### src/cpuidr_regs.svh
// Register offsets, field positions, reset values and timing counts
`ifndef CPUIDR_REGS_SVH
`define CPUIDR_REGS_SVH

// Word offsets on the bus (byte addresses)
`define CPUIDR_CTRL_OFS      8'h00
`define CPUIDR_STAT_OFS      8'h04
`define CPUIDR_SEL_OFS       8'h08
`define CPUIDR_EAX_OFS       8'h0c
`define CPUIDR_EBX_OFS       8'h10
`define CPUIDR_ECX_OFS       8'h14
`define CPUIDR_EDX_OFS       8'h18
`define CPUIDR_RESETID_OFS   8'h1c
`define CPUIDR_EFLAGS_OFS    8'h20
`define CPUIDR_SMIEN_OFS     8'h24
`define CPUIDR_NMIPORT_OFS   8'h28
`define CPUIDR_SRPORT_OFS    8'h2c
`define CPUIDR_SRREAD_OFS    8'h30
`define CPUIDR_REVID_OFS     8'h34

// Control register fields
`define CPUIDR_CTRL_GO_BIT   0
`define CPUIDR_CTRL_KBD_BIT  1
`define CPUIDR_CTRL_TF_BIT   2
`define CPUIDR_CTRL_WB_BIT   3
`define CPUIDR_CTRL_MUL_LO   4
`define CPUIDR_CTRL_MUL_HI   5

// Status register fields
`define CPUIDR_STAT_BUSY_BIT 0
`define CPUIDR_STAT_SMIP_BIT 1
`define CPUIDR_STAT_NMIP_BIT 2
`define CPUIDR_STAT_SMIO_BIT 3
`define CPUIDR_STAT_NMIO_BIT 4
`define CPUIDR_STAT_SR_BIT   5

// Enable bits and flag positions
`define CPUIDR_SMIEN_BIT     0
`define CPUIDR_NMIMASK_BIT   7
`define CPUIDR_SRPORT_BIT    0
`define CPUIDR_IDFLAG_BIT    21

// Reset values
`define CPUIDR_SMIEN_RST     1'b0
`define CPUIDR_NMIMASK_RST   1'b1
`define CPUIDR_IDFLAG_RST    1'b0

// Identify result constants
`define CPUIDR_MAX_SEL       32'h0000_0001
`define CPUIDR_NULL_WORD     32'h0000_0000
`define CPUIDR_NO_FPU_BIT    0

// Execution times in core clocks
`define CPUIDR_CLK_SEL0      6'd41
`define CPUIDR_CLK_SEL1      6'd14
`define CPUIDR_CLK_SELN      6'd9

`endif

### src/cpuidr_pkg.sv
// Types shared by the identify and soft reset block
package cpuidr_pkg;
    typedef enum logic [2:0] {
        CPUIDR_IDLE = 3'b001,
        CPUIDR_EXEC = 3'b010,
        CPUIDR_DONE = 3'b100
    } cpuidr_state_e;

    typedef logic [31:0] cpuidr_word_t;
endpackage

### src/cpuidr_edge_req.sv
// Edge detecting request latch for one core interrupt input
`timescale 1ns/1ns
module cpuidr_edge_req (
    // Clock and reset
    input  wire logic clk_i,
    input  wire logic rst_i,
    // Control
    input  wire logic soft_rst_i,
    input  wire logic req_i,
    input  wire logic ack_i,
    // Status
    output logic      pend_o
);
    logic req_d_r;

    always_ff @(posedge clk_i) begin
        if (rst_i) begin
            req_d_r <= 1'b0;
        end else begin
            req_d_r <= req_i;
        end
    end

    // Soft reset beats an arriving edge; the line stays high afterwards, so
    // no new edge appears until software drops the gate and reopens it.
    always_ff @(posedge clk_i) begin
        if (rst_i || soft_rst_i) begin
            pend_o <= 1'b0;                      // [RULE2] [RULE4]
        end else if (req_i && !req_d_r) begin
            pend_o <= 1'b1;                      // [RULE1]
        end else if (ack_i) begin
            pend_o <= 1'b0;
        end
    end
endmodule // cpuidr_edge_req

### src/cpuidr_core.sv
// Processor identify engine and soft reset interrupt handling
//
// Summary of operation
// (RULE1) Core sees NMI and SMI only on edges
// (RULE2) Soft reset discards latched NMI, SMI requests
// (RULE3) Sources hold request until source is cleared
// (RULE4) Held request after soft reset gives no edge
// (RULE5) Boot code toggles enables to re-create edges
// (RULE6) SMI enable bit gates SMI to core
// (RULE7) NMI mask bit holds NMI inactive
// (RULE8) Port bit, port read, keyboard, fault: soft reset
// (RULE9) Identification value left in DX after reset
// (RULE10) Read-only revision register at index FFh; here it sits at bus offset 34h
// (RULE11) Writable identify support flag, bit 21
// (RULE12) Flag cleared by power-on and soft reset
// (RULE13) Software installs invalid opcode handler first
// (RULE14) Identify takes 41, 14 or 9 clocks
// (RULE15) Selector 0 vendor, selector 1 description
// (RULE16) Software rejects mismatched vendor string
// (RULE17) Description: write-back cache, no FPU
// (RULE18) Results ignore cache mode and clock multiplier
// (RULE19) Selector 0 EAX is highest selector, 1
// (RULE20) Selector 1 EAX equals reset DX value
// (RULE21) Selector 1 EDX bit 0 is zero
// (RULE22) Selector above 1 returns all zeros
`timescale 1ns/1ns
`include "cpuidr_regs.svh"
module cpuidr_core #(
    // Identity words, arbitrary neutral values
    parameter logic [31:0] VENDOR_B  = 32'h6e65_7574,
    parameter logic [31:0] VENDOR_D  = 32'h6c61_7274,
    parameter logic [31:0] VENDOR_C  = 32'h3030_7055,
    parameter logic [31:0] DEVICE_ID = 32'h0000_04a4,  // arbitrary
    parameter logic [31:0] FEATURES  = 32'h0000_0100,  // arbitrary; bit0=0
    parameter logic [7:0]  REV_ID    = 8'h01           // arbitrary
) (
    // Clock and reset
    input  wire logic        clk_i,
    input  wire logic        rst_i,
    // Wishbone slave
    input  wire logic        cyc_i,
    input  wire logic        stb_i,
    input  wire logic        we_i,
    input  wire logic [7:0]  adr_i,
    input  wire logic [3:0]  sel_i,
    input  wire logic [31:0] dat_i,
    output logic      [31:0] dat_o,
    output logic             ack_o,
    // Interrupt sources from power management logic (pins)
    input  wire logic        smi_src_i,
    input  wire logic        nmi_src_i,
    // Core side
    output logic             smi_core_o,
    output logic             nmi_core_o,
    output logic             soft_cpu_reset_o,
    output logic             smi_pend_o,
    output logic             nmi_pend_o
);
    // ------------------------------------------------------------------
    // Input synchronisers
    // ------------------------------------------------------------------
    logic smi_m_r, smi_s_r, nmi_m_r, nmi_s_r;

    always_ff @(posedge clk_i) begin
        if (rst_i) begin
            smi_m_r <= 1'b0;
            smi_s_r <= 1'b0;
            nmi_m_r <= 1'b0;
            nmi_s_r <= 1'b0;
        end else begin
            smi_m_r <= smi_src_i;
            smi_s_r <= smi_m_r;
            nmi_m_r <= nmi_src_i;
            nmi_s_r <= nmi_m_r;
        end
    end

    // ------------------------------------------------------------------
    // Bus decode
    // ------------------------------------------------------------------
    logic req, wr, rd;
    assign req = cyc_i && stb_i && !ack_o;
    assign wr  = req && we_i;
    assign rd  = req && !we_i;

    always_ff @(posedge clk_i) begin
        if (rst_i) begin
            ack_o <= 1'b0;
        end else begin
            ack_o <= req;
        end
    end

    // ------------------------------------------------------------------
    // Software controls
    // ------------------------------------------------------------------
    logic smi_en_r, nmi_mask_r, id_flag_r, srport_r;
    logic wb_mode_r;
    logic [1:0] clk_mul_r;
    logic [31:0] sel_r;
    logic go, kbd_rst, tfault, port_sr, read_sr, soft_rst;

    assign go      = wr && adr_i == `CPUIDR_CTRL_OFS && sel_i[0]
                     && dat_i[`CPUIDR_CTRL_GO_BIT];
    assign kbd_rst = wr && adr_i == `CPUIDR_CTRL_OFS && sel_i[0]
                     && dat_i[`CPUIDR_CTRL_KBD_BIT];
    assign tfault  = wr && adr_i == `CPUIDR_CTRL_OFS && sel_i[0]
                     && dat_i[`CPUIDR_CTRL_TF_BIT];
    assign port_sr = wr && adr_i == `CPUIDR_SRPORT_OFS && sel_i[0]
                     && dat_i[`CPUIDR_SRPORT_BIT] && !srport_r;
    assign read_sr = rd && adr_i == `CPUIDR_SRREAD_OFS;
    // Any one cause is enough
    assign soft_rst = port_sr || read_sr || kbd_rst || tfault;  // [RULE8]

    always_ff @(posedge clk_i) begin
        if (rst_i) begin
            soft_cpu_reset_o <= 1'b0;
        end else begin
            soft_cpu_reset_o <= soft_rst;                       // [RULE8]
        end
    end

    always_ff @(posedge clk_i) begin
        if (rst_i) begin
            srport_r <= 1'b0;
        end else if (wr && adr_i == `CPUIDR_SRPORT_OFS && sel_i[0]) begin
            srport_r <= dat_i[`CPUIDR_SRPORT_BIT];
        end
    end

    always_ff @(posedge clk_i) begin
        if (rst_i) begin
            smi_en_r <= `CPUIDR_SMIEN_RST;
        end else if (wr && adr_i == `CPUIDR_SMIEN_OFS && sel_i[0]) begin
            smi_en_r <= dat_i[`CPUIDR_SMIEN_BIT];               // [RULE6]
        end
    end

    always_ff @(posedge clk_i) begin
        if (rst_i) begin
            nmi_mask_r <= `CPUIDR_NMIMASK_RST;
        end else if (wr && adr_i == `CPUIDR_NMIPORT_OFS && sel_i[0]) begin
            nmi_mask_r <= dat_i[`CPUIDR_NMIMASK_BIT];           // [RULE7]
        end
    end

    always_ff @(posedge clk_i) begin
        if (rst_i || soft_rst) begin
            id_flag_r <= `CPUIDR_IDFLAG_RST;                    // [RULE12]
        end else if (wr && adr_i == `CPUIDR_EFLAGS_OFS && sel_i[2]) begin
            id_flag_r <= dat_i[`CPUIDR_IDFLAG_BIT];             // [RULE11]
        end
    end

    // Cache mode and multiplier are stored but never reach the results
    always_ff @(posedge clk_i) begin
        if (rst_i) begin
            wb_mode_r <= 1'b1;
            clk_mul_r <= 2'b01;
        end else if (wr && adr_i == `CPUIDR_CTRL_OFS && sel_i[0]) begin
            wb_mode_r <= dat_i[`CPUIDR_CTRL_WB_BIT];            // [RULE18]
            clk_mul_r <= dat_i[`CPUIDR_CTRL_MUL_HI:`CPUIDR_CTRL_MUL_LO];
        end
    end

    always_ff @(posedge clk_i) begin
        if (rst_i) begin
            sel_r <= `CPUIDR_NULL_WORD;
        end else if (wr && adr_i == `CPUIDR_SEL_OFS) begin
            for (int b = 0; b < 4; b++) begin
                if (sel_i[b]) begin
                    sel_r[b*8 +: 8] <= dat_i[b*8 +: 8];
                end
            end
        end
    end

    // ------------------------------------------------------------------
    // Interrupt delivery to the core
    // ------------------------------------------------------------------
    logic smi_gated, nmi_gated;
    // Sources hold their level until cleared; gating forces it low
    assign smi_gated = smi_s_r && smi_en_r;                     // [RULE6]
    assign nmi_gated = nmi_s_r && !nmi_mask_r;                  // [RULE7]

    always_ff @(posedge clk_i) begin
        if (rst_i) begin
            smi_core_o <= 1'b0;
            nmi_core_o <= 1'b0;
        end else begin
            smi_core_o <= smi_gated;                            // [RULE3]
            nmi_core_o <= nmi_gated;                            // [RULE3]
        end
    end

    // Ack from core servicing is modelled by a status write of ones
    logic smi_ack, nmi_ack;
    assign smi_ack = wr && adr_i == `CPUIDR_STAT_OFS && sel_i[0]
                     && dat_i[`CPUIDR_STAT_SMIP_BIT];
    assign nmi_ack = wr && adr_i == `CPUIDR_STAT_OFS && sel_i[0]
                     && dat_i[`CPUIDR_STAT_NMIP_BIT];

    cpuidr_edge_req u_smi_req (
        .clk_i      (clk_i),
        .rst_i      (rst_i),
        .soft_rst_i (soft_rst),
        .req_i      (smi_core_o),
        .ack_i      (smi_ack),
        .pend_o     (smi_pend_o)
    );

    cpuidr_edge_req u_nmi_req (
        .clk_i      (clk_i),
        .rst_i      (rst_i),
        .soft_rst_i (soft_rst),
        .req_i      (nmi_core_o),
        .ack_i      (nmi_ack),
        .pend_o     (nmi_pend_o)
    );

    // ------------------------------------------------------------------
    // Identify engine
    // ------------------------------------------------------------------
    cpuidr_pkg::cpuidr_state_e state_r;
    logic [5:0]  cnt_r;
    logic [31:0] eax_r, ebx_r, ecx_r, edx_r;
    logic [5:0]  len;

    always_comb begin
        if (sel_r == 32'h0000_0000) begin
            len = `CPUIDR_CLK_SEL0;                             // [RULE14]
        end else if (sel_r == 32'h0000_0001) begin
            len = `CPUIDR_CLK_SEL1;                             // [RULE14]
        end else begin
            len = `CPUIDR_CLK_SELN;                             // [RULE14]
        end
    end

    // Count leaves one clock for DONE, so busy lasts exactly len clocks
    always_ff @(posedge clk_i) begin
        if (rst_i || soft_rst) begin
            state_r <= cpuidr_pkg::CPUIDR_IDLE;
            cnt_r   <= 6'h00;
        end else begin
            unique case (state_r)
                cpuidr_pkg::CPUIDR_IDLE: begin
                    if (go) begin
                        state_r <= cpuidr_pkg::CPUIDR_EXEC;
                        cnt_r   <= len - 6'h01;
                    end
                end
                cpuidr_pkg::CPUIDR_EXEC: begin
                    if (cnt_r == 6'h01) begin
                        state_r <= cpuidr_pkg::CPUIDR_DONE;
                    end
                    cnt_r <= cnt_r - 6'h01;
                end
                cpuidr_pkg::CPUIDR_DONE: begin
                    state_r <= cpuidr_pkg::CPUIDR_IDLE;
                end
                default: begin
                    state_r <= cpuidr_pkg::CPUIDR_IDLE;
                end
            endcase
        end
    end

    // Results come only from constants, never from mode bits
    always_ff @(posedge clk_i) begin
        if (rst_i || soft_rst) begin
            eax_r <= `CPUIDR_NULL_WORD;
            ebx_r <= `CPUIDR_NULL_WORD;
            ecx_r <= `CPUIDR_NULL_WORD;
            edx_r <= DEVICE_ID;                                 // [RULE9]
        end else if (state_r == cpuidr_pkg::CPUIDR_DONE) begin
            if (sel_r == 32'h0000_0000) begin
                eax_r <= `CPUIDR_MAX_SEL;                       // [RULE19]
                ebx_r <= VENDOR_B;                              // [RULE15]
                edx_r <= VENDOR_D;
                ecx_r <= VENDOR_C;
            end else if (sel_r == 32'h0000_0001) begin
                eax_r <= DEVICE_ID;                             // [RULE20]
                ebx_r <= `CPUIDR_NULL_WORD;
                ecx_r <= `CPUIDR_NULL_WORD;
                // Write-back cache is in DEVICE_ID; no FPU here
                edx_r <= FEATURES                               // [RULE17]
                         & ~(32'h1 << `CPUIDR_NO_FPU_BIT);      // [RULE21]
            end else begin
                eax_r <= `CPUIDR_NULL_WORD;                     // [RULE22]
                ebx_r <= `CPUIDR_NULL_WORD;
                ecx_r <= `CPUIDR_NULL_WORD;
                edx_r <= `CPUIDR_NULL_WORD;
            end
        end
    end

    // ------------------------------------------------------------------
    // Read data
    // ------------------------------------------------------------------
    logic [31:0] rdata;
    logic        sr_seen_r;

    always_ff @(posedge clk_i) begin
        if (rst_i) begin
            sr_seen_r <= 1'b0;
        end else if (soft_rst) begin
            sr_seen_r <= 1'b1;
        end else if (wr && adr_i == `CPUIDR_STAT_OFS && sel_i[0]
                     && dat_i[`CPUIDR_STAT_SR_BIT]) begin
            sr_seen_r <= 1'b0;
        end
    end

    always_comb begin
        rdata = 32'h0000_0000;
        unique case (adr_i)
            `CPUIDR_CTRL_OFS: begin
                rdata[`CPUIDR_CTRL_WB_BIT] = wb_mode_r;
                rdata[`CPUIDR_CTRL_MUL_HI:`CPUIDR_CTRL_MUL_LO] = clk_mul_r;
            end
            `CPUIDR_STAT_OFS: begin
                rdata[`CPUIDR_STAT_BUSY_BIT] =
                    state_r != cpuidr_pkg::CPUIDR_IDLE;
                rdata[`CPUIDR_STAT_SMIP_BIT] = smi_pend_o;
                rdata[`CPUIDR_STAT_NMIP_BIT] = nmi_pend_o;
                rdata[`CPUIDR_STAT_SMIO_BIT] = smi_core_o;
                rdata[`CPUIDR_STAT_NMIO_BIT] = nmi_core_o;
                rdata[`CPUIDR_STAT_SR_BIT]   = sr_seen_r;
            end
            `CPUIDR_SEL_OFS:      rdata = sel_r;
            `CPUIDR_EAX_OFS:      rdata = eax_r;
            `CPUIDR_EBX_OFS:      rdata = ebx_r;
            `CPUIDR_ECX_OFS:      rdata = ecx_r;
            `CPUIDR_EDX_OFS:      rdata = edx_r;
            `CPUIDR_RESETID_OFS:  rdata = DEVICE_ID;
            `CPUIDR_EFLAGS_OFS:   rdata[`CPUIDR_IDFLAG_BIT] = id_flag_r;
            `CPUIDR_SMIEN_OFS:    rdata[`CPUIDR_SMIEN_BIT] = smi_en_r;
            `CPUIDR_NMIPORT_OFS:  rdata[`CPUIDR_NMIMASK_BIT] = nmi_mask_r;
            `CPUIDR_SRPORT_OFS:   rdata[`CPUIDR_SRPORT_BIT] = srport_r;
            `CPUIDR_REVID_OFS:    rdata[7:0] = REV_ID;          // [RULE10]
            default:              rdata = 32'h0000_0000;
        endcase
    end

    always_ff @(posedge clk_i) begin
        if (rst_i) begin
            dat_o <= 32'h0000_0000;
        end else if (rd) begin
            dat_o <= rdata;
        end
    end
endmodule // cpuidr_core

### config.mk
export PLATFORM = sky130hd
export DESIGN_NAME = cpuidr_core
export DESIGN_NICKNAME = d
export VERILOG_FILES = /design/src/cpuidr_pkg.sv /design/src/cpuidr_edge_req.sv /design/src/cpuidr_core.sv
export VERILOG_INCLUDE_DIRS = /design/src
export SDC_FILE = /design/constraint.sdc
export NUM_CORES = 1
export LEC_CHECK = 0
export BUFFER_PORTS_ARGS = -buffer_cell sky130_fd_sc_hd__clkbuf_2
export CAP_MARGIN = 20
export CORE_MARGIN = 4
export CORE_UTILIZATION = 51
export CTS_BUF_LIST = sky130_fd_sc_hd__clkbuf_8
export DETAILED_ROUTE_END_ITERATION = 16
export HOLD_SLACK_MARGIN = 0.12
export PLACE_DENSITY = 0.83
export SLEW_MARGIN = 0
export SYNTH_ARGS = -nofsm -noshare
export SYNTH_HDL_FRONTEND = slang
export SYNTH_SLANG_ARGS = --single-unit
### constraint.sdc
create_clock -name clk_i -period 1.6 [get_ports clk_i]
set_clock_uncertainty 0.05 [all_clocks]
set_input_delay 0.16 -clock clk_i [delete_from_list [all_inputs] [get_ports clk_i]]
set_output_delay 0.16 -clock clk_i [all_outputs]
set_load 0.02 [all_outputs]
==> run summary <==
Final Max Tran Viols = 0
Post-synth ARST share = 0
Switching part of the total = 0.264
Main area contributors after synthesis = dfxtp_1, a21oi_1, nand2_1
CP max stage cell = dfxtp_4
CP bufs+invs = 1
Combinational share of power = 0.120
VDD IR max = 0.594 mV
Largest net degree at the start of global routing = 57
Placed insts = 723
Post-route cell area = 6740 sq um
Crit. End Element = flop
Pwr Density = 697 nW/um^2
Clock network power share = 0.358
Post-route setup slack = -0.257 ns
Initial antenna violation count = 0
Flop pwr share = 0.522
FF+latch count, synth = 97
Switch Pwr = 1.24 mW
CTS tree = done
Post-layout minimum cycle time = 1.86 ns
IO buf count = 88
Layout Cells excl Fill = 787
Clock sinks = 97
Crit path max fanout = 4
Placement Setup Slack = -0.272 ns
Placed inst area = 5390 sq um
Clock Latency Late Sink = 0.38 ns
H-tree Lvls = 3
Vias in the first global route = 4916
Fin crit share = 1.16
Clock-pin slew on the worst setup and hold paths = 0.10 ns
Die area = 9830 sq um
Fillers = 339
Synthesized cell area = 4240 sq um
Wire length per cell = 24.1 microns
Critical path, cell by cell = nand3b_1, or2_4, nor4_2, buf_4, nand3_1, a21oi_1
Post-synth top cells = dfxtp_1, nand2_1, a21oi_1
Via count = 5179
Worst Path Arrival = 2.11 ns
DRC viols = 0
Leakage = 2.74 nW
Failing checks = setup timing
Die Wd = 99.2 microns
Core area = 7890 sq um
CTS root buffer = clkbuf_8
Dpl hpwl = 9610 microns
Cell variety after synth = 62
# rows = 32
RSZ-0062 raised after global routing = yes
DRT iter0 DRCs = 746
Reg2reg setup slack = -0.26 ns
Status = complete, but fails checks
Share of cells above drive strength 1 = 0.501
Sequential fraction of the synthesis area = 0.458
Final-report hold violation count = 0
Number of synthesized flops with an enable pin = 0
Vias per cell = 6.58
All-Layer GR Usage = 0.320
Area growth from synthesis to layout = 58.9%
Internal = 3.46 mW
Number of buffers created by CTS = 9
Max clock buf depth = 2
Fmax = 0.538 GHz
Post-route ant nets = 0
CP delay by family, top = simple AND/OR/NAND/NOR gates
Ys flop type = dfxtp_1
Routed WL = 19000 microns
Final nets = 734
Synth Instances = 476
Synth area leader = dfxtp_1
Number of max-cap violations = 0
Worst hold path class = input pin to flop
Syn. warnings = 0
Setup CP Type = flop to flop
Fin Setup TNS = -5.39 ns
Startpoint types = flop
Number of I/O pins = 89
Mean Syn Cell Area = 8.91 sq um
Net count after synthesis = 529
Total gr overflow = 0
Number of diodes = 0
TritonRoute pass-1 iters = 12
Worst Path Required = 1.86 ns
Initial Util = 0.537
Top-area cell type share of the netlist area = 0.458
Die height = 99.2 microns
Final setup viols = 68
Gpl congestion = 0.973
Rel. slew slack = 0.514
First-pass GRT wire length = 25000 microns
Most common cell in the synthesized netlist = dfxtp_1
Worst-Margin Slew = 0.728 ns
Critical Path Max Stage Delay = 0.36 ns
==> power groups by stage <==
stage          Clock, mW  Sequential (mW)  Combinational, mW
3_5_place_dp           0             2.50              0.359
4_1_cts             1.67             2.45              0.459
3_3_place_gp           0             2.50              0.351
5_1_grt             1.78             2.45              0.581
6_report            1.68             2.45              0.563
2_1_floorplan          0             2.52              0.145
==> layout by cell type (no fill, tap or decap), types with 4 or more instances in the layout <==
master,count
dfxtp_1,93
clkbuf_2,88
buf_4,83
nand2_1,43
nor2_1,43
dlygate4sd3_1,36
a21oi_2,30
a21oi_1,22
mux2i_1,19
nand3_1,18
buf_6,11
nand2_2,10
a22oi_2,10
clkbuf_8,10
nor2b_1,9
nand3_4,8
nor4_4,7
o21ai_0,7
o21ai_2,7
nor3_1,6
nand4_1,6
nand3_2,6
nor4_2,5
nor2_2,5
inv_1,4
a31oi_1,4
a2bb2oi_2,4
buf_8,4
==> path summary, 6_finish.rpt <==
check                                   startpoint                             to  cells past startpoint
worst min register to register  smi_m_r$_SDFF_PP0_             smi_s_r$_SDFF_PP0_                      1
worst max register to register    ack_o$_SDFF_PP0_         dat_o[18]$_SDFFE_PP0P_                      6
worst max-delay path              ack_o$_SDFF_PP0_         dat_o[18]$_SDFFE_PP0P_                      6
worst min-delay path                      dat_i[2]  u_nmi_req.pend_o$_SDFFE_PP0P_                      4
==> worst min-delay path, stage by stage <==
cell      delay, ns
clkbuf_2       0.14
nand3_1        0.11
a21oi_2        0.07
nor2_4         0.09
==> kinds of logic (layout without fill, tap and decap cells) <==
group / count (synthesis) / count (layout) / share of synthesized area
flops: 97 / 97 / 0.458
compound gates: 111 / 111 / 0.168
buf+inv: 36 / 244 / 0.0425
fa+ha+maj: 2 / 2 / 0.00590
xor+xnor: 1 / 1 / 0.00207
simple gates: 207 / 208 / 0.271
mux: 22 / 22 / 0.0525
==> state kept, by name, summed over array words and instances, names as in the netlist, 2 cells and up <==
signal     flops
clk_mul_r      2
cnt_r          6
dat_o         32
edx_r          4
sel_r         32
state_r        3
==> stage by stage <==
stage | util | hold slack (ns) | power [mW]
floorplan | - | 0.235 | 2.67
global placement | 0.684 | 0.317 | 2.85
detailed placement | 0.684 | 0.334 | 2.86
CTS | 0.786 | 0.128 | 4.57
global route | 0.854 | 0.161 | 4.81
finish | 0.854 | 0.170 | 4.69
==> repair_timing <==
action / 4_1_cts / 5_1_grt
setup buffers: 5 / 8
setup endpoints to repair: 69 / 82
endpoints found under the hold margin: 44 / 0
gates cloned: 2 / 1
gates resized for setup: 44 / 119
pin swaps: 17 / 41
hold buffers: 37 / 0
==> layer usage <==
layer,global-route usage,vias up,share of wire
li1,-,2138,-
met1,0.355,2420,0.33
met2,0.555,451,0.47
met3,0.0729,170,0.11
met4,0.191,0,0.090
met5,0,-,0
==> area by class of cell <==
cell class / count / area, sq um / share of cell area
clock buffer: 10 / 138 / 0.0204
clock inverter: 5 / 63.8 / 0.00947
inverter: 4 / 15.0 / 0.00223
multi-input combinational: 344 / 2770 / 0.411
sequential: 97 / 1950 / 0.289
tap: 102 / 128 / 0.0189
timing repair buffer: 225 / 1670 / 0.248
(Power assumes the default switching activity.)
